**config.mk**
```make
export PLATFORM = sky130hd
export DESIGN_NAME = cst_supervisor
export DESIGN_NICKNAME = d
export VERILOG_FILES = /design/src/verilog/cst_pkg.sv /design/src/verilog/cst_sync.sv /design/src/verilog/cst_tick.sv /design/src/verilog/cst_supervisor.sv
export SDC_FILE = /design/constraint.sdc
export NUM_CORES = 1
export LEC_CHECK = 0
export ABC_AREA = 1
export BUFFER_PORTS_ARGS = -buffer_cell sky130_fd_sc_hd__clkbuf_2
export CAP_MARGIN = 25
export CORE_MARGIN = 3
export CORE_UTILIZATION = 25
export CTS_CLUSTER_DIAMETER = 80
export DETAILED_ROUTE_END_ITERATION = 7
export MAX_ROUTING_LAYER = met4
export PLACE_DENSITY_LB_ADDON = 0.08
export SYNTH_ARGS = -nofsm -noshare
export SYNTH_HDL_FRONTEND = slang
export SYNTH_SLANG_ARGS = --single-unit
```
**constraint.sdc**
```tcl
create_clock -name clock_in -period 1.65 [get_ports clock_in]
set_input_delay 0.2475 -clock clock_in [delete_from_list [all_inputs] [get_ports clock_in]]
set_output_delay 0.2475 -clock clock_in [all_outputs]
set_load 0.1 [all_outputs]
```
**src/verilog/cst_pkg.sv**
```systemverilog
// Constants and types shared by the charger supervisor block
// How it works
// - Input overvoltage stops PWM, sets fault code, pulses fault on status.
// - Input below overvoltage exit clears that fault and charging resumes.
// - Input power-up sinks current; input good for 30 ms means good adapter.
// - Input drop in detection releases sink, pulses fault, status code 011.
// - After a bad adapter, wait one interval then redo detection.
// - Retry interval is at least 2 seconds.
// - Input under battery plus offset yet above minimum means sleep.
// - Input at power limit threshold reduces current, sets special flag.
// - Battery overvoltage stops PWM, sets fault code, pulses fault.
// - Battery below overvoltage exit clears fault and resumes charging.
// - Battery below short threshold charges with reduced short current.
// - Power-up detect variant: 262 ms timer after short mode decides absence.
// - Variants without power-up detect just regulate to default level.
// - Host mode termination: stop PWM, discharge 262 ms, sample battery.
// - Battery low after detect: absent, defaults restored, retry later.
// - Good adapter and battery start safety timer; host write starts watchdog.
// - Kick bit write restarts watchdog; device clears the bit itself.
// - Watchdog expiry restores defaults and returns to 15-minute mode.
// - Safety timer expiry stops charge, reports fault, 128 us pulse.
// - Only power-up clears faults; status frozen until host reads.
// - OTG variants offer boost mode; others only charge and high-Z.
// - High-impedance mode stops all charging and boosting.
// - With no host, run 15-minute mode on register defaults.
package cst_pkg;

  // ----------------------------------------
  // Timing
  // ----------------------------------------
  localparam int CLK_HZ = 40000000;
  localparam int TICK_US = 1;
  localparam int TICK_CYC = CLK_HZ / 1000000 * TICK_US;
  localparam int DEGLITCH_MS = 30;
  localparam int DETECT_MS = 262;
  localparam int INTERVAL_S = 2;
  localparam int WDOG_S = 32;
  localparam int SAFETY_MIN = 15;
  localparam int IRQ_PULSE_US = 128;
  localparam int DEGLITCH_TK = DEGLITCH_MS * 1000 / TICK_US;
  localparam int DETECT_TK = DETECT_MS * 1000 / TICK_US;
  localparam int INTERVAL_TK = INTERVAL_S * 1000000 / TICK_US;
  localparam int WDOG_TK = WDOG_S * 1000000 / TICK_US;
  localparam int SAFETY_TK = SAFETY_MIN * 60 * 1000000 / TICK_US;
  localparam int IRQ_PULSE_TK = IRQ_PULSE_US / TICK_US;
  localparam int TW = 30;

  // ----------------------------------------
  // Registers
  // ----------------------------------------
  localparam logic [7:0] STATUS_ADDR = 8'h00;
  localparam logic [7:0] CONTROL_ADDR = 8'h01;
  localparam logic [7:0] SPECIAL_ADDR = 8'h05;
  localparam int SPECIAL_BIT = 4;
  localparam int KICK_BIT = 7;
  localparam int HIZ_BIT = 1;
  localparam int BOOST_BIT = 0;
  localparam logic [2:0] CODE_OK = 3'h0;
  localparam logic [2:0] CODE_IN_OVP = 3'h1;
  localparam logic [2:0] CODE_BAT_OVP = 3'h2;
  localparam logic [2:0] CODE_BAD_ADAPTER = 3'h3;
  localparam logic [2:0] CODE_SAFETY = 3'h4;
  localparam logic [2:0] CODE_NO_BATTERY = 3'h5;

  // ----------------------------------------
  // Types
  // ----------------------------------------
  typedef struct packed {
    logic in_ovp;
    logic in_ovp_exit;
    logic above_min;
    logic below_sleep;
    logic at_power_limit;
    logic bat_ovp;
    logic bat_ovp_exit;
    logic below_short;
    logic above_recharge;
    logic term_current;
  } cst_sense_t;

  typedef struct packed {
    logic pwm_on;
    logic sink_on;
    logic discharge_on;
    logic blocking_fet_on;
    logic short_current;
    logic reduce_current;
    logic use_defaults;
    logic boost_on;
  } cst_drive_t;

  typedef struct packed {
    logic [7:0] addr;
    logic [7:0] wdata;
    logic wr;
    logic rd;
  } cst_bus_t;

endpackage

```
**src/verilog/cst_sync.sv**
```systemverilog
// Two-stage synchroniser for a bundle of comparator levels
`timescale 1ns/1ps
module cst_sync
  import cst_pkg::*;
(
  // Clock and reset
  input wire logic clock_in,
  input wire logic reset_n_in,
  // Levels
  input wire cst_sense_t async_in,
  output cst_sense_t sync_out
);

  typedef struct packed {
    cst_sense_t s1;
    cst_sense_t s2;
  } cst_sync_st_t;

  cst_sync_st_t st_q;
  cst_sync_st_t st_d;

  always_comb
  begin
    st_d.s1 = async_in;
    st_d.s2 = st_q.s1;
  end

  always_ff @(posedge clock_in)
  begin
    if (!reset_n_in)
      st_q <= '0;
    else
      st_q <= st_d;
  end

  assign sync_out = st_q.s2;

endmodule

```
**src/verilog/cst_tick.sv**
```systemverilog
// Reference tick divider
`timescale 1ns/1ps
module cst_tick
  import cst_pkg::*;
(
  // Clock and reset
  input wire logic clock_in,
  input wire logic reset_n_in,
  // Tick
  output logic tick_out
);

  typedef struct packed {
    logic [7:0] cnt;
    logic tick;
  } cst_tick_st_t;

  localparam logic [7:0] TOP = 8'(TICK_CYC - 1);

  cst_tick_st_t st_q;
  cst_tick_st_t st_d;

  always_comb
  begin
    st_d = st_q;
    st_d.tick = 1'b0;
    if (st_q.cnt == TOP)
    begin
      st_d.cnt = 8'h00;
      st_d.tick = 1'b1;
    end
    else
      st_d.cnt = st_q.cnt + 8'h01;
  end

  always_ff @(posedge clock_in)
  begin
    if (!reset_n_in)
      st_q <= '0;
    else
      st_q <= st_d;
  end

  assign tick_out = st_q.tick;

endmodule

```
**src/verilog/cst_supervisor.sv**
```systemverilog
// Charger supervisor: adapter checks, faults, battery detect, timers
//
// The register addresses and strobed register access were left to the implementer.
`timescale 1ns/1ps
module cst_supervisor
  import cst_pkg::*;
#(
  parameter logic HAS_POWERUP_DETECT = 1'b1,
  parameter logic HAS_OTG = 1'b1,
  parameter int SAFETY_TICKS = SAFETY_TK,
  parameter int WDOG_TICKS = WDOG_TK,
  parameter int INTERVAL_TICKS = INTERVAL_TK,
  parameter int DETECT_TICKS = DETECT_TK,
  parameter int DEGLITCH_TICKS = DEGLITCH_TK
)
(
  // Clock and reset
  input wire logic clock_in,
  input wire logic reset_n_in,
  // Analog comparators (asynchronous)
  input wire cst_sense_t sense_in,
  // Register port
  input wire logic [7:0] addr_in,
  input wire logic [7:0] wdata_in,
  input wire logic wr_in,
  input wire logic rd_in,
  output logic [7:0] rdata_out,
  // Power stage controls
  output cst_drive_t drive_out,
  output logic fault_pulse_out,
  output logic irq_pulse_out,
  output logic host_mode_out
);

  // ----------------------------------------
  // States and state record
  // ----------------------------------------
  typedef enum logic [7:0] {
    ST_DETECT  = 8'h01,
    ST_WAIT    = 8'h02,
    ST_CHARGE  = 8'h04,
    ST_BATCHK  = 8'h08,
    ST_DONE    = 8'h10,
    ST_HIZ     = 8'h20,
    ST_FAULT   = 8'h40,
    ST_SLEEP   = 8'h80
  } cst_state_t;

  typedef struct packed {
    cst_state_t state;
    logic [TW-1:0] phase_cnt;
    logic [TW-1:0] timer_cnt;
    logic host_mode;
    logic kick;
    logic hiz_req;
    logic boost_req;
    logic [2:0] code;
    logic code_held;
    logic special;
    logic pwr_detect_armed;
    logic was_short;
    logic fault_pulse;
    logic irq_pulse;
    logic [7:0] irq_cnt;
    logic use_defaults;
    logic halted;
    logic [7:0] rdata;
  } cst_st_t;

  localparam logic [TW-1:0] DEG_T = TW'(DEGLITCH_TICKS);
  localparam logic [TW-1:0] DET_T = TW'(DETECT_TICKS);
  localparam logic [TW-1:0] INT_T = TW'(INTERVAL_TICKS);
  localparam logic [TW-1:0] WD_T = TW'(WDOG_TICKS);
  localparam logic [TW-1:0] SAF_T = TW'(SAFETY_TICKS);
  localparam logic [7:0] IRQ_T = 8'(IRQ_PULSE_TK);

  cst_st_t st_q;
  cst_st_t st_d;
  cst_sense_t sense;
  logic tick;

  // ----------------------------------------
  // Helpers
  // ----------------------------------------
  cst_sync u_sync (
    .clock_in(clock_in),
    .reset_n_in(reset_n_in),
    .async_in(sense_in),
    .sync_out(sense)
  );

  cst_tick u_tick (
    .clock_in(clock_in),
    .reset_n_in(reset_n_in),
    .tick_out(tick)
  );

  // Fault code latch; held codes wait for a status read
  function automatic cst_st_t post_code(input cst_st_t s,
                                        input logic [2:0] c);
    cst_st_t r;
    r = s;
    if (!s.code_held)
    begin
      r.code = c;
      r.code_held = 1'b1;
    end
    r.fault_pulse = 1'b1;
    return r;
  endfunction

  // ----------------------------------------
  // Next state
  // ----------------------------------------
  always_comb
  begin
    st_d = st_q;
    st_d.fault_pulse = 1'b0;
    st_d.rdata = 8'h00;

    // Count-based timing on the shared tick
    if (tick)
      st_d.phase_cnt = st_q.phase_cnt + TW'(1);

    // ----------------------------------------
    // Register reads; a status read releases the held code
    // ----------------------------------------
    if (rd_in)
    begin
      unique case (addr_in)
        STATUS_ADDR:
        begin
          st_d.rdata = {5'h00, st_q.code};
          st_d.code_held = 1'b0;
        end
        CONTROL_ADDR:
          st_d.rdata = {st_q.kick, 5'h00, st_q.hiz_req, st_q.boost_req};
        SPECIAL_ADDR:
          st_d.rdata = {3'h0, st_q.special, 4'h0};
        default:
          st_d.rdata = 8'h00;
      endcase
    end

    // ----------------------------------------
    // Watchdog / safety timer
    // ----------------------------------------
    if (tick)
      st_d.timer_cnt = st_q.timer_cnt + TW'(1);
    if (st_q.kick)
    begin
      st_d.timer_cnt = '0;
      st_d.kick = 1'b0;
    end
    if (wr_in)
    begin
      if (!st_q.host_mode)
        st_d.timer_cnt = '0;
      st_d.host_mode = 1'b1;
      st_d.use_defaults = 1'b0;
      if (addr_in == CONTROL_ADDR)
      begin
        st_d.kick = wdata_in[KICK_BIT];
        st_d.hiz_req = wdata_in[HIZ_BIT];
        st_d.boost_req = wdata_in[BOOST_BIT] & HAS_OTG;
      end
    end
    // A write in the expiry cycle defers expiry one cycle; a kick in it is still lost
    if (st_q.host_mode && st_q.timer_cnt >= WD_T && !wr_in)
    begin
      st_d.host_mode = 1'b0;
      st_d.use_defaults = 1'b1;
      st_d.timer_cnt = '0;
      st_d.boost_req = 1'b0;
      st_d.hiz_req = 1'b0;
    end

    // Power limit flag
    if (sense.at_power_limit)
      st_d.special = 1'b1;
    else if (rd_in && addr_in == SPECIAL_ADDR)
      st_d.special = 1'b0;

    // 128 us interrupt pulse
    if (st_q.irq_pulse && tick)
    begin
      st_d.irq_cnt = st_q.irq_cnt + 8'h01;
      if (st_q.irq_cnt == IRQ_T - 8'h01)
        st_d.irq_pulse = 1'b0;
    end

    unique case (st_q.state)
      ST_DETECT:
      begin
        // Synchroniser resets low; judge only after the first tick
        if (!sense.above_min && st_q.phase_cnt != '0)
        begin
          st_d = post_code(st_d, CODE_BAD_ADAPTER);
          st_d.state = ST_WAIT;
          st_d.phase_cnt = '0;
        end
        else if (st_q.phase_cnt >= DEG_T)
        begin
          st_d.state = ST_CHARGE;
          st_d.phase_cnt = '0;
          st_d.timer_cnt = '0;
        end
      end
      ST_WAIT:
        if (st_q.phase_cnt >= INT_T)
        begin
          st_d.state = ST_DETECT;
          st_d.phase_cnt = '0;
        end
      ST_CHARGE:
      begin
        // Faults outrank sleep and high-Z; detection steps come last
        if (sense.in_ovp)
        begin
          st_d = post_code(st_d, CODE_IN_OVP);
          st_d.state = ST_FAULT;
        end
        else if (sense.bat_ovp)
        begin
          st_d = post_code(st_d, CODE_BAT_OVP);
          st_d.state = ST_FAULT;
        end
        else if (!st_q.host_mode && st_q.timer_cnt >= SAF_T)
        begin
          st_d = post_code(st_d, CODE_SAFETY);
          st_d.irq_pulse = 1'b1;
          st_d.irq_cnt = 8'h00;
          st_d.halted = 1'b1;
          st_d.state = ST_DONE;
        end
        else if (sense.below_sleep && sense.above_min)
          st_d.state = ST_SLEEP;
        else if (st_q.hiz_req)
          st_d.state = ST_HIZ;
        else if (st_q.host_mode && sense.above_recharge &&
                 sense.term_current)
        begin
          st_d.state = ST_BATCHK;
          st_d.phase_cnt = '0;
        end
        else if (HAS_POWERUP_DETECT && st_q.pwr_detect_armed &&
                 !sense.below_short && st_q.was_short)
        begin
          st_d.was_short = 1'b0;
          st_d.phase_cnt = '0;
        end
        else if (HAS_POWERUP_DETECT && st_q.pwr_detect_armed &&
                 !st_q.was_short && st_q.phase_cnt >= DET_T)
        begin
          st_d.pwr_detect_armed = 1'b0;
          if (sense.above_recharge)
          begin
            st_d = post_code(st_d, CODE_NO_BATTERY);
            st_d.halted = 1'b1;
            st_d.state = ST_HIZ;
          end
        end
        if (!st_q.pwr_detect_armed || !HAS_POWERUP_DETECT)
          st_d.was_short = sense.below_short;
      end
      ST_BATCHK:
        // Absent battery drops host settings and waits to retry
        if (st_q.phase_cnt >= DET_T)
        begin
          st_d.phase_cnt = '0;
          if (sense.above_recharge)
            st_d.state = ST_DONE;
          else
          begin
            st_d.use_defaults = 1'b1;
            st_d.host_mode = 1'b0;
            st_d.state = ST_WAIT;
          end
        end
      ST_FAULT:
        // Live levels decide; the held code may name an older fault
        if (sense.in_ovp_exit && sense.bat_ovp_exit &&
            !sense.in_ovp && !sense.bat_ovp)
          st_d.state = ST_CHARGE;
      ST_SLEEP:
        if (!sense.below_sleep || !sense.above_min)
          st_d.state = ST_CHARGE;
      ST_HIZ:
        if (!st_q.hiz_req && !st_q.halted)
          st_d.state = ST_CHARGE;
      ST_DONE:
        // Safety expiry and a battery missing at power-up detect hold until power-up
        if (!sense.above_recharge && !st_q.halted)
          st_d.state = ST_CHARGE;
      default:
        st_d.state = ST_DETECT;
    endcase
  end

  // ----------------------------------------
  // Registers
  // ----------------------------------------
  // Reset stands for input power-up, the only fault clear
  always_ff @(posedge clock_in)
  begin
    if (!reset_n_in)
    begin
      st_q <= '0;
      st_q.state <= ST_DETECT;
      st_q.use_defaults <= 1'b1;
      st_q.pwr_detect_armed <= 1'b1;
      st_q.was_short <= 1'b1;
    end
    else
      st_q <= st_d;
  end

  // ----------------------------------------
  // Outputs
  // ----------------------------------------
  // Boost kept out of charge path; on only in the charge state
  always_comb
  begin
    drive_out = '0;
    drive_out.sink_on = (st_q.state == ST_DETECT);
    drive_out.pwm_on = (st_q.state == ST_CHARGE) && !st_q.boost_req;
    drive_out.blocking_fet_on = (st_q.state != ST_SLEEP) &&
                                (st_q.state != ST_HIZ);
    drive_out.discharge_on = (st_q.state == ST_BATCHK);
    // Current limits follow the synced levels, not the state
    drive_out.short_current = sense.below_short;
    drive_out.reduce_current = sense.at_power_limit;
    drive_out.use_defaults = st_q.use_defaults;
    drive_out.boost_on = st_q.boost_req && HAS_OTG &&
                         (st_q.state == ST_CHARGE);
  end

  assign rdata_out = st_q.rdata;
  assign fault_pulse_out = st_q.fault_pulse;
  assign irq_pulse_out = st_q.irq_pulse;
  assign host_mode_out = st_q.host_mode;

endmodule

```
# Yosys cells after proc, flatten, opt, wreduce, memory -nomap -nowiden
# Cells that the tools add are included.
[classes]
bitwise_logic = 9
n_shift = 0
multipliers = 0
n_div = 0
order_cmp = 5
muxes = 62
eq_ne = 44
reduce_logical = 45
add_sub_neg = 4
[op_table]
columns = ["cell", "n"]
rows = [
  ["$mux 99", 5],
  ["$mux 91", 2],
  ["$mux 30", 5],
  ["$mux 68", 2],
  ["$pmux 30 s4", 1],
  ["$mux 38", 3],
  ["$mux 8", 8],
  ["$pmux 8 s8", 1],
  ["$mux 61", 1],
  ["$add 30x1->30 const B", 2],
  ["$pmux 30 s2", 1],
  ["$mux 40", 1],
  ["$pmux 20 s2", 1],
  ["$reduce_and 10->1", 4],
  ["$mux 34", 1],
  ["$ne 2x2->1 const B", 16],
  ["$mux 31", 1],
  ["$ge 30x15->1 const B", 1],
  ["$ge 30x18->1 const B", 1],
  ["$ge 30x21->1 const B", 1],
  ["$ge 30x25->1 const B", 1],
  ["$ge 30x30->1 const B", 1],
  ["$reduce_bool 30->1", 1],
  ["$mux 27", 1],
  ["other kinds (34)", 107],
]
[word_totals]
ram_bits = 0
in_bits = 30
output_inout_bits = 19
latch_bits = 0
memories = 0
regBits = 128
romBits = 0
wordCells = 209

# Longest topological paths before layout
# Gate-level depths: netlist (run 1).
[logic_depth]
depth_word = 17
depth_mapped = 16
depth_no_buf = 16

# By module
# From an unflattened synthesis (run 1), not the netlist that was laid out.
[hier_totals]
hier_cells = 1020
area_unflattened_um2 = 6809.0
[modules_own_cells]
columns = ["mod", "area_each_um2", "cells_each", "seq_area_each_um2", "instances"]
rows = [
  ["cst_supervisor", 5785.5, 892, 1921.8, 1],
  ["cst_sync", 573.0, 62, 400.4, 1],
  ["cst_tick", 450.4, 66, 180.2, 1],
]

# Least setup slack after synthesis (run 1)
# Ideal clock, no wire load.
[synth_path]
path_kind = "register to register"
startpoint = "register st_q[91] in the netlist's numbering"
endpoint = "register st_q[67] in the netlist's numbering"
t_required_ns = 1.522
arrival_time_ns = 2.472
n_path_buf = 1
slack_ns = -0.950
setup_time_ns = 0.128
path_stages_with_launch = 9
synth_period_minus_slack_ns = 2.600
cell_sequence = "dfxtp_1 -> nor2_4 -> inv_2 -> nor4_4 -> nor3_1 -> nor3_2 -> o21a_4 -> buf_6 -> nor2_2"
[synth_rtl]
columns = ["element", "line_no", "source"]
rows = [
  ["from (decl)", "cst_supervisor.sv:77", "cst_st_t st_q;"],
  ["from (signal assigned)", "cst_supervisor.sv:315", "st_q <= st_d;"],
]

# Final worst setup path (run 1)
[layout_path]
startpoint = "register st_q[62] in the netlist's numbering"
endpoint = "register st_q[36] in the netlist's numbering"
[layout_via]
elab_chain_cells = 11
word_cells_on_any_way = 16
cone_classes = "order compare (2); mux (11); reduce/logical (3)"
[layout_lines]
columns = ["element", "line_no", "source"]
rows = [
  ["$ge 30x18->1", "cst_supervisor.sv:253", "!st_q.was_short && st_q.phase_cnt >= DET_T)"],
  ["$logic_and 1x1->1", "cst_supervisor.sv:253", ""],
  ["$mux 99", "cst_supervisor.sv:252", "else if (HAS_POWERUP_DETECT && st_q.pwr_detect_armed &&"],
  ["$mux 40", "cst_supervisor.sv:246", "else if (HAS_POWERUP_DETECT && st_q.pwr_detect_armed &&"],
  ["$mux 61", "cst_supervisor.sv:240", "else if (st_q.host_mode && sense.above_recharge &&"],
  ["$mux 91", "cst_supervisor.sv:238", "else if (st_q.hiz_req)"],
  ["$mux 91", "cst_supervisor.sv:236", "else if (sense.below_sleep && sense.above_min)"],
  ["$mux 99", "cst_supervisor.sv:228", "else if (!st_q.host_mode && st_q.timer_cnt >= SAF_T)"],
  ["$mux 99", "cst_supervisor.sv:223", "else if (sense.bat_ovp)"],
  ["$mux 99", "cst_supervisor.sv:218", "if (sense.in_ovp)"],
  ["$pmux 30 s2 (*)", "cst_supervisor.sv:192", "unique case (st_q.state)"],
]
# Mark *: on every way between the ends. The rest lies on a longest branch, timed or not. The select of a mux whose other input is x is not followed.
# A chain may end at the register's enable or synchronous reset.

==> results of run 1 <==
-- cells by family (layout without fill, tap and decap cells) --
kind of cell | after synthesis | in the layout | share of synthesized area
buffers and inverters | 175 | 476 | 0.1098
adder cells (fa/ha/maj) | 6 | 6 | 0.01108
other | 1 | 3 | 0.0005533
flip-flops | 125 | 125 | 0.3692
XOR/XNOR | 38 | 38 | 0.04910
AO/OA/AOI/OAI | 73 | 73 | 0.06498
AND/OR/NAND/NOR | 570 | 571 | 0.3952
-- worst min path at each step --
stage                   start                 end  slack (ns)  depth (start not counted)
4_1_cts           wdata_in[0]            st_q[27]        0.09                          3
5_1_grt           wdata_in[0]            st_q[27]        0.11                          3
6_report          wdata_in[7]            st_q[29]        0.12                          3
3_3_place_gp   u_sync.st_d[5]  u_sync.sync_out[5]        0.39                          2
3_5_place_dp   u_sync.st_d[7]  u_sync.sync_out[7]        0.40                          2
2_1_floorplan           wr_in        drive_out[1]        0.34                          1
-- repair_timing --
| action | CTS | global route |
|---|---|---|
| hold buffers | 10 | 0 |
| hold endpoints to repair | 10 | 0 |
| endpoints found under the setup margin | 93 | 94 |
| gates resized for setup | 128 | 166 |
| buffers inserted | 33 | 14 |
| gates cloned | 6 | 0 |
| pin swaps | 56 | 64 |
-- registers in the layout (all words and copies together) (netlist names) --
name             cells
drive_out            1
rdata_out            5
host_mode_out        1
st_q                87
u_tick.tick_out      1
u_tick.st_q          8
u_sync.st_d         10
u_sync.sync_out     10
irq_pulse_out        1
fault_pulse_out      1
-- cell type report --
class / instances / area share
clock buffer: 18 / 0.04027
multi-input combinational: 691 / 0.3914
inverter: 149 / 0.05277
tap: 335 / 0.03843
clock inverter: 14 / 0.01032
sequential: 125 / 0.2359
timing repair buffer: 295 / 0.2309
-- critical path, delay by kind of cell, from the launching register on --
family	cells	cell delay (ns)
DFF	1	0.36
adders and majority gates	1	0.12
and+or+nand+nor	10	0.96
buffers and inverters	3	0.33
-- per-layer routing --
metal / vias up / global-route usage
met5: - / -
met4: 0 / 0.04021
met3: 17 / 0.02634
met2: 59 / 0.2334
met1: 3076 / 0.2012
li1: 3709 / -
-- synth_stat cells (2+ instances only) --
cell type    n  area (um^2)
nand4_1     22        137.6
ha_1         6        75.07
inv_1      142        533.0
nor2_4       6        67.56
xnor2_1     11        96.34
a21o_1       2        15.01
a211oi_1     2        15.01
nand3b_1     4        30.03
a21oi_1     22        110.1
nor4_1       6        37.54
or2_0        2        12.51
nand2_1    215        807.0
nor2_2      36        225.2
or2_2        5        31.28
nor3_1      28        140.1
nand2_2      7        43.79
inv_2        6        22.52
nor4_4       2        42.54
clkbuf_1     6        22.52
nand3_1     76        380.4
and3_1       4        25.02
dfxtp_1    125         2502
a31oi_1      3        18.77
o21ai_0     28        140.1
nor2_1     140        525.5
o21bai_1     2        15.01
nor3_2       2        20.02
buf_4       15        112.6
o211ai_1     2        15.01
buf_6        4        45.04
xor2_1      27        236.5
nor4_2       2        25.02
nor3b_1      7        52.55
-- power by group --
group	switching, uW	internal [uW]	total [uW]
Clock	1580	1980	3560
Sequential	66.4	3090	3160
Combinational	1580	1620	3200
Total	3220	6700	9920
-- per-stage QoR --
| step | utilization | hold slack [ns] | setup WS [ns] |
|---|---|---|---|
| 6_report | 0.4139 | 0.1197 | -0.2268 |
| 2_1_floorplan | - | 0.3431 | -0.8783 |
| 4_1_cts | 0.3924 | 0.08987 | -0.2550 |
| 3_3_place_gp | 0.3378 | 0.3934 | -0.4092 |
| 5_1_grt | 0.4139 | 0.1071 | -0.3551 |
| 3_5_place_dp | 0.3378 | 0.3960 | -0.3547 |
==> results.py, run 1 <==
metrics = {
    "sta": {
        "fin_crit_sh": 1.137,
        "setup_slack_ns": -0.2268,
        "maxSlewViolCount": 0,
        "post-route-min-period_ns": 1.877,
        "grt_setup_unrepaired": "true",
        "tns_ns": -13.53,
        "hold_viol": 0,
        "setup_viol": 78,
        "maxClockFrequency_mhz": 532.8,
        "slew_headroom": 0.6322,
        "fin_skew_ns": 0.01728,
        "tightest_slew_ns": 0.5541,
    },
    "routing": {
        "wl_met2_mm": 9.803,
        "remaining_drc_errors": 0,
        "wl_met3_um": 428,
        "drt_wl_total_mm": 20.84,
        "vias": 6861,
        "wl_per_cell_um": 12.81,
        "ant_nets": 0,
        "top_layer": "met4",
        "m1WireLength_mm": 10.34,
        "drt_iter0_drc": 324,
        "drt_first_pass_iters": 4,
        "routed_via_density": 4.217,
    },
    "cts": {
        "clock_latency_ns": 0.43,
        "clock_sinks": 125,
        "cts.htree.levels": 4,
        "cts_tree": "done",
        "clk_pin_slew_ns": 0.06,
        "cts_buffer_depth": 2,
        "numCtsBuffers": 17,
        "clock_tree.root_cell": "clkbuf_16",
    },
    "global_routing": {
        "grt_start_max_net_pins": 36,
        "grt_pass1_wl_mm": 33.64,
        "overflow": 0,
        "track_usage": 0.1499,
        "grt_pass1_vias": 6701,
        "antenna_found_initial": 0,
    },
    "critical_path": {
        "crit_path_start_kind": "flop",
        "worst_setup_path_end_kind": "flop",
        "setup.worst_path.end": "st_q[36]",
        "rr_startpoint": "st_q[62]",
        "setup.worst_path.start": "st_q[62]",
        "cpMaxStageDelayCell": "dfxtp_4",
        "crit_required_ns": 1.96,
        "r2r_slack_ns": -0.23,
        "rr_worst_depth": 14,
        "crit_chain": "inv_4, ha_4, nand2_2, nor2_2, nand2_1, nor2_2, nand2_2, nand2_2, nand2_2, or2_4, nand3_4, buf_12, buf_16, nor2_1",
        "arrival_ns": 2.19,
        "cp_common_cell": "nand2_2",
        "path_class": "reg2reg",
        "timing.rr.end": "st_q[36]",
        "crit_path_max_fanout": 8,
        "cpPeakStageDelay_ns": 0.36,
    },
    "synth": {
        "synth_seq_area_share": 0.3692,
        "syn_area_um2": 6778,
        "async_flop_share": 0,
        "ys_warn_count": 0,
        "ys_types": 54,
        "synth-seq-cells": 125,
        "synth-edff-count": 0,
        "synth_cells": 988,
        "syn_avg_cell_area_um2": 6.860,
        "ys.flop_type": "dfxtp_1",
    },
    "die": {
        "num_rows": 59,
        "dieArea_um2": 29120,
        "start_util": 0.2572,
        "die_h_um": 170.7,
        "core_um2": 26350,
        "die_width_um": 170.7,
        "io_pins": 49,
    },
    "flow_run": {
        "cap_violations": 0,
    },
    "pwr": {
        "ir_drop_mv": 1.311,
        "power_uw": 9923,
        "p_per_area_nw_per_um2": 909.8,
        "p_leak_uw": 0.004951,
    },
    "worst_hold_path": {
        "hold_path_class": "in2reg",
    },
    "cells_and_area": {
        "final_cell_area_um2": 10910,
        "num-fill-cells": 2760,
        "final_cell_count_no_fill": 1627,
        "drive_above_1_share": 0.4605,
        "final_nets": 1315,
        "mostFrequentLayoutCells": "210 x buf_4, 181 x nand2_1, 118 x inv_1, 87 x dfxtp_1, 78 x nor2_1",
        "diodes": 0,
        "multi_input_area_um2": 4269,
        "final_common_cell": "buf_4",
        "syn2layout_area_growth_pct": 60.92,
        "regArea_um2": 2572,
    },
    "placed_design": {
        "hpwl_mm": 14.88,
        "place_area_um2": 8902,
        "dp_cells": 1540,
        "place.gp.congestion": 0.8045,
        "port_buffers": 40,
    },
    "run_status": {
        "violations": "negative setup slack",
        "status": "finished with violations",
    },
}
Power figures use the tool's default switching activity.
==> inputs of run 2 (changes only) <==
--- a/config.mk
+++ b/config.mk
@@ -15,4 +15,5 @@
 export MAX_ROUTING_LAYER = met4
 export PLACE_DENSITY_LB_ADDON = 0.08
+export REMOVE_ABC_BUFFERS = 1
 export SYNTH_ARGS = -nofsm -noshare
 export SYNTH_HDL_FRONTEND = slang
==> constraint.sdc (replaced) <==
create_clock -name clock_in -period 1.65 [get_ports clock_in]
set_input_delay 0.2475 -clock clock_in [delete_from_list [all_inputs] [get_ports clock_in]]
set_output_delay 0.2475 -clock clock_in [all_outputs]
set_load 0.02 [all_outputs]
==> run 2 against run 1 <==
Compared with the run above: largest cell class unchanged; the flow still finishes with violations (negative setup slack); register-to-register slack better by 0.02 ns; power is 3.8% lower; highest routed layer unchanged; critical endpoint is now st_q[60]; fmax up 0.86%; largest power group unchanged; critical path type unchanged; clock skew decreased by 0.0047 ns; hold slack got worse by 0.076 ns.
==> results.py, run 2 (same netlist as run 1, synthesis figures left out) <==
metrics = {
    "run_status": {
        "status": "finished with violations",
        "violations": "negative setup slack",
    },
    "cells_and_area": {
        "final_cell_count_no_fill": 1633,
        "largest_register_ffs": 87,
        "num-fill-cells": 2743,
        "largest_register": "st_q",
        "diodes": 0,
        "mostFrequentLayoutCells": "235 x buf_4, 195 x nand2_1, 127 x inv_1, 115 x nor2_1, 95 x dfxtp_1",
        "final_nets": 1322,
        "final_common_cell": "buf_4",
        "syn2layout_area_growth_pct": 55.07,
        "drive_above_1_share": 0.4014,
    },
    "worst_hold_path": {
        "holdPathEnd": "u_sync.st_d[0]",
        "min-delay-start": "sense_in[0]",
        "min_path_cells": 3,
        "hold_path_class": "in2reg",
    },
    "critical_path": {
        "crit_path_max_fanout": 8,
        "rr_worst_depth": 14,
        "cpPeakStageDelay_ns": 0.36,
        "cp_common_cell": "nand2_1",
        "rr_startpoint": "st_q[61]",
        "crit_path_start_kind": "flop",
        "arrival_ns": 2.17,
        "crit_chain": "inv_2, ha_4, nand2_1, nor2_1, nand2_1, nor2_2, nand2_2, nand2_2, nand2_1, or2_4, nand3_4, buf_6, buf_12, nor2_1",
        "path_class": "reg2reg",
        "worst_setup_path_end_kind": "flop",
        "r2r_slack_ns": -0.21,
        "crit_required_ns": 1.96,
        "timing.rr.end": "st_q[60]",
        "cpMaxStageDelayCell": "dfxtp_4",
    },
    "sta": {
        "maxClockFrequency_mhz": 537.4,
        "fin_skew_ns": 0.01254,
        "fin_hold_ws_ns": 0.04366,
        "hold_viol": 0,
        "maxSlewViolCount": 0,
        "setup_viol": 81,
        "post-route-min-period_ns": 1.861,
        "fin_crit_sh": 1.128,
        "setup_slack_ns": -0.2109,
        "grt_setup_unrepaired": "true",
    },
    "cts": {
        "clock_sinks": 125,
        "clock_tree.root_cell": "clkbuf_16",
        "clk_pin_slew_ns": 0.06,
        "cts_buffer_depth": 2,
        "clock_latency_ns": 0.43,
        "numCtsBuffers": 17,
        "cts_tree": "done",
        "cts.htree.levels": 4,
    },
    "routing": {
        "wl_per_cell_um": 12.81,
        "remaining_drc_errors": 0,
        "routed_via_density": 4.255,
        "drt_iter0_drc": 390,
        "vias": 6948,
        "drt_first_pass_iters": 4,
        "ant_nets": 0,
        "drt_wl_total_mm": 20.92,
    },
    "pwr": {
        "p_leak_uw": 0.004868,
        "power_uw": 9549,
        "swShare": 0.2947,
        "seqPwrFrac": 0.330,
        "ir_drop_mv": 0.6421,
        "p_per_area_nw_per_um2": 908.5,
        "intPower_uw": 6735,
        "p_sw_uw": 2814,
        "pwr-share-comb": 0.281,
        "pwr-share-clk": 0.389,
    },
    "placed_design": {
        "place.gp.congestion": 0.8145,
        "port_buffers": 40,
        "dp_cells": 1563,
        "hpwl_mm": 15.26,
    },
    "die": {
        "io_pins": 49,
        "num_rows": 59,
        "start_util": 0.2572,
        "core_um2": 26350,
        "dieArea_um2": 29120,
        "die_h_um": 170.7,
        "die_width_um": 170.7,
    },
    "global_routing": {
        "grt_start_max_net_pins": 18,
        "grt_pass1_vias": 6799,
        "antenna_found_initial": 0,
        "track_usage": 0.1532,
        "overflow": 0,
        "grt_pass1_wl_mm": 34.44,
    },
    "flow_run": {
        "cap_violations": 0,
    },
}
run 2: cell count changes in the layout (fill, tap and decap cells not counted), moves of 11 or more:
cell and change:
nor2_1 +37, buf_4 +25, nor2_2 -21, nor2_4 -15, nand2_1 +14, nand2_2 -12
buf_6 -11
run 2: cell type report:
| type | count | area (um^2) | share of cell area |
|---|---|---|---|
| inverter | 149 | 565.5 | 0.05381 |
| clock inverter | 12 | 122.6 | 0.01167 |
| clock buffer | 19 | 442.9 | 0.04214 |
| tap | 335 | 419.2 | 0.03988 |
| sequential | 125 | 2547 | 0.2424 |
| multi-input combinational | 691 | 3963 | 0.3770 |
| timing repair buffer | 302 | 2450 | 0.2331 |
run 2: per-stage QoR:
stage	setup slack, ns	setup TNS, ns	area, um^2	util
6_report	-0.2109	-12.63	10510	0.3988
5_1_grt	-0.3599	-24.74	10510	0.3988
4_1_cts	-0.2215	-14.07	10200	0.3871
3_5_place_dp	-0.3162	-20.72	8976	0.3406
3_3_place_gp	-0.3287	-21.49	8976	0.3406
2_1_floorplan	-0.4712	-22.26	6600	-
run 2: what timing repair did:
| item | CTS | global route |
|---|---|---|
| pin swaps | 16 | 21 |
| hold buffers | 7 | 0 |
| setup endpoints to repair | 92 | 92 |
| setup buffers | 19 | 8 |
| cloned | 4 | 2 |
| gates resized for setup | 103 | 76 |
| hold endpoints to repair | 7 | 0 |
run 2: metal layers:
layer | global-route usage | wire (um) | vias to the layer above | share of wire
li1 | - | - | 3713 | -
met1 | 0.2020 | 10560 | 3114 | 0.50
met2 | 0.2434 | 9499 | 104 | 0.45
met3 | 0.03073 | 658 | 17 | 0.031
met4 | 0.03422 | 212 | 0 | 0.010
met5 | - | 0 | - | 0
run 2: power by group through the flow:
stage,clock [uW],combinational [uW],sequential (uW)
2_1_floorplan,0,877,3230
3_3_place_gp,0,1800,3220
3_5_place_dp,0,1800,3220
4_1_cts,3860,2500,3160
5_1_grt,3970,2900,3170
6_report,3710,2680,3160
run 2: worst max path at each step:
stage               startpoint        to  slack (ns)  cells after the start
finish                st_q[61]  st_q[60]       -0.21                     14
global route          st_q[61]  st_q[60]       -0.36                     14
CTS                   st_q[61]  st_q[61]       -0.22                     14
detailed placement    st_q[61]  st_q[49]       -0.32                     13
global placement      st_q[61]  st_q[87]       -0.33                     11
floorplan             st_q[93]  st_q[31]       -0.47                      7
run 2: critical path: cells and delay by family (launching register included):
kind | cells | cell delay, ns
buffers and inverters | 3 | 0.32
adder cells (fa/ha/maj) | 1 | 0.12
flip-flops | 1 | 0.36
AND/OR/NAND/NOR | 10 | 0.93
==> inputs of run 3 (changes only) <==
PLACE_DENSITY = 0.45   (was unset)
PLACE_DENSITY_LB_ADDON = unset   (was 0.08)
==> run 3 against run 2 <==
Compared with the run above: critical path type unchanged; the run still ends with negative setup slack left; first-iteration DRC count shrank 25%; critical path depth fell by 1; combinational power rose by 2%; non-clock buffer count increased by 6; utilization increased by 1.7 points; sequential share of layout area shrank 0.91 points; count of clock-buffer cells in the layout is the same.
==> results.py, run 3 (same netlist as run 1, synthesis figures left out) <==
metrics = {
    "die": {
        "core_um2": 26350,
        "dieArea_um2": 29120,
        "die_width_um": 170.7,
        "start_util": 0.2572,
        "num_rows": 59,
        "io_pins": 49,
        "die_h_um": 170.7,
    },
    "routing": {
        "drt_iter0_drc": 292,
        "vias": 7039,
        "wl_per_cell_um": 12.49,
        "routed_via_density": 4.295,
        "drt_first_pass_iters": 4,
        "drt_wl_total_mm": 20.47,
        "remaining_drc_errors": 0,
        "ant_nets": 0,
    },
    "critical_path": {
        "setup.worst_path.start": "st_q[61]",
        "timing.rr.end": "st_q[83]",
        "cpMaxStageDelayCell": "dfxtp_2",
        "crit_chain": "buf_6, ha_4, nand3_4, nor2_4, nand2_2, nor2_4, nand2_2, nor3_4, nand2_1, nor2_1, xor2_1, nand2_1, nor2_2",
        "worst_setup_path_end_kind": "flop",
        "crit_path_start_kind": "flop",
        "setup.worst_path.end": "st_q[83]",
        "rr_startpoint": "st_q[61]",
        "rr_worst_depth": 13,
        "arrival_ns": 2.28,
        "crit_cells": 13,
        "crit_family": "simple AND/OR/NAND/NOR gates",
        "crit_required_ns": 2.00,
        "path_class": "reg2reg",
        "crit_path_max_fanout": 3,
        "cpPeakStageDelay_ns": 0.34,
        "worstPathBufferInverterCount": 1,
        "r2r_slack_ns": -0.27,
    },
    "pwr": {
        "swShare": 0.2834,
        "p_sw_uw": 2923,
        "p_leak_uw": 0.005068,
        "p_per_area_nw_per_um2": 940.1,
        "ir_drop_mv": 0.6792,
        "pwr-share-comb": 0.265,
        "power_uw": 10310,
        "intPower_uw": 7389,
        "seqPwrFrac": 0.307,
        "pwr-share-clk": 0.427,
    },
    "placed_design": {
        "place.gp.congestion": 0.8501,
        "port_buffers": 40,
        "place_area_um2": 8869,
        "hpwl_mm": 14.56,
    },
    "cells_and_area": {
        "largest_register": "st_q",
        "diodes": 0,
        "final_nets": 1327,
        "drive_above_1_share": 0.4433,
        "final_common_cell": "buf_4",
        "largest_register_ffs": 87,
        "syn2layout_area_growth_pct": 61.82,
        "mostFrequentLayoutCells": "221 x buf_4, 186 x nand2_1, 124 x inv_1, 103 x nor2_1, 88 x dfxtp_1",
        "final_cell_area_um2": 10970,
    },
    "sta": {
        "grt_setup_unrepaired": "true",
        "setup_slack_ns": -0.2730,
        "maxClockFrequency_mhz": 520.0,
        "fin_crit_sh": 1.165,
        "setup_viol": 79,
        "fin_skew_ns": 0.008854,
        "post-route-min-period_ns": 1.923,
        "tns_ns": -14.17,
        "maxSlewViolCount": 0,
        "hold_viol": 0,
    },
    "cts": {
        "cts_tree": "done",
        "clock_latency_ns": 0.42,
        "numCtsBuffers": 17,
        "clk_pin_slew_ns": 0.06,
        "clock_tree.root_cell": "clkbuf_16",
        "cts.htree.levels": 4,
        "cts_buffer_depth": 2,
        "clock_sinks": 125,
    },
    "worst_hold_path": {
        "hold_path_class": "in2reg",
    },
    "global_routing": {
        "grt_pass1_wl_mm": 33.05,
        "overflow": 0,
        "grt_start_max_net_pins": 19,
        "grt_pass1_vias": 6862,
        "track_usage": 0.1451,
        "antenna_found_initial": 0,
    },
    "run_status": {
        "violations": "negative setup slack",
        "status": "finished with violations",
    },
    "flow_run": {
        "cap_violations": 0,
    },
}
run 3: power groups by stage:
stage | sequential, uW | clock (uW) | combinational (uW)
after floorplan | 3230 | 0 | 877
after global placement | 3220 | 0 | 1820
after detailed placement | 3220 | 0 | 1830
after CTS | 3170 | 4530 | 2430
after global routing | 3180 | 4680 | 2920
final | 3170 | 4410 | 2740
run 3: per-layer routing:
metal  global-route usage  vias to the layer above  routed length [um]
met1               0.1835                     3208               10020
met2               0.2361                       85                9689
met5                    -                        -                   0
met4              0.04303                        0                 269
met3              0.02703                       25                 484
li1                     -                     3721                   -
run 3: cell type report:
type / count / area [um^2]
flip-flops and latches: 125 / 2559
repair buffers: 308 / 2522
fillers: 2668 / 15390
clock buffers: 19 / 452.9
inverters: 149 / 573.1
multi-input cells: 690 / 4205
well taps: 335 / 419.2
clock inverters: 13 / 236.5
run 3: timing repair:
item / 4_1_cts / 5_1_grt
hold buffers: 5 / 0
buffers inserted: 33 / 17
hold endpoints to repair: 5 / 0
pin swaps: 33 / 85
gates cloned: 3 / 2
setup endpoints to repair: 90 / 94
gates resized for setup: 145 / 141
run 3: worst min path at each step:
stage                               to  cells past startpoint            from  slack [ns]
finish                  u_sync.st_d[7]                      3     sense_in[7]        0.02
global route                  st_q[29]                      3     wdata_in[7]        0.03
CTS                     u_sync.st_d[7]                      3     sense_in[7]       0.007
detailed placement  u_sync.sync_out[5]                      2  u_sync.st_d[5]        0.40
global placement    u_sync.sync_out[5]                      2  u_sync.st_d[5]        0.40
floorplan                     st_q[21]                      1      reset_n_in        0.32
run 3: stage by stage:
step           hold WS, ns  setup slack [ns]    util  std cells
2_1_floorplan       0.3237           -0.4712       -        964
3_3_place_gp        0.3962           -0.3079  0.3365       1552
3_5_place_dp        0.3997           -0.3595  0.3365       1552
4_1_cts           0.006613           -0.2365  0.3954       1624
5_1_grt            0.02998           -0.3892  0.4162       1639
6_report           0.02454           -0.2730  0.4162       1639
run 3: worst min-delay path, delay by kind of cell:
family        cells  cell delay [ns]
buf+inv           2             0.11
simple gates      1             0.04
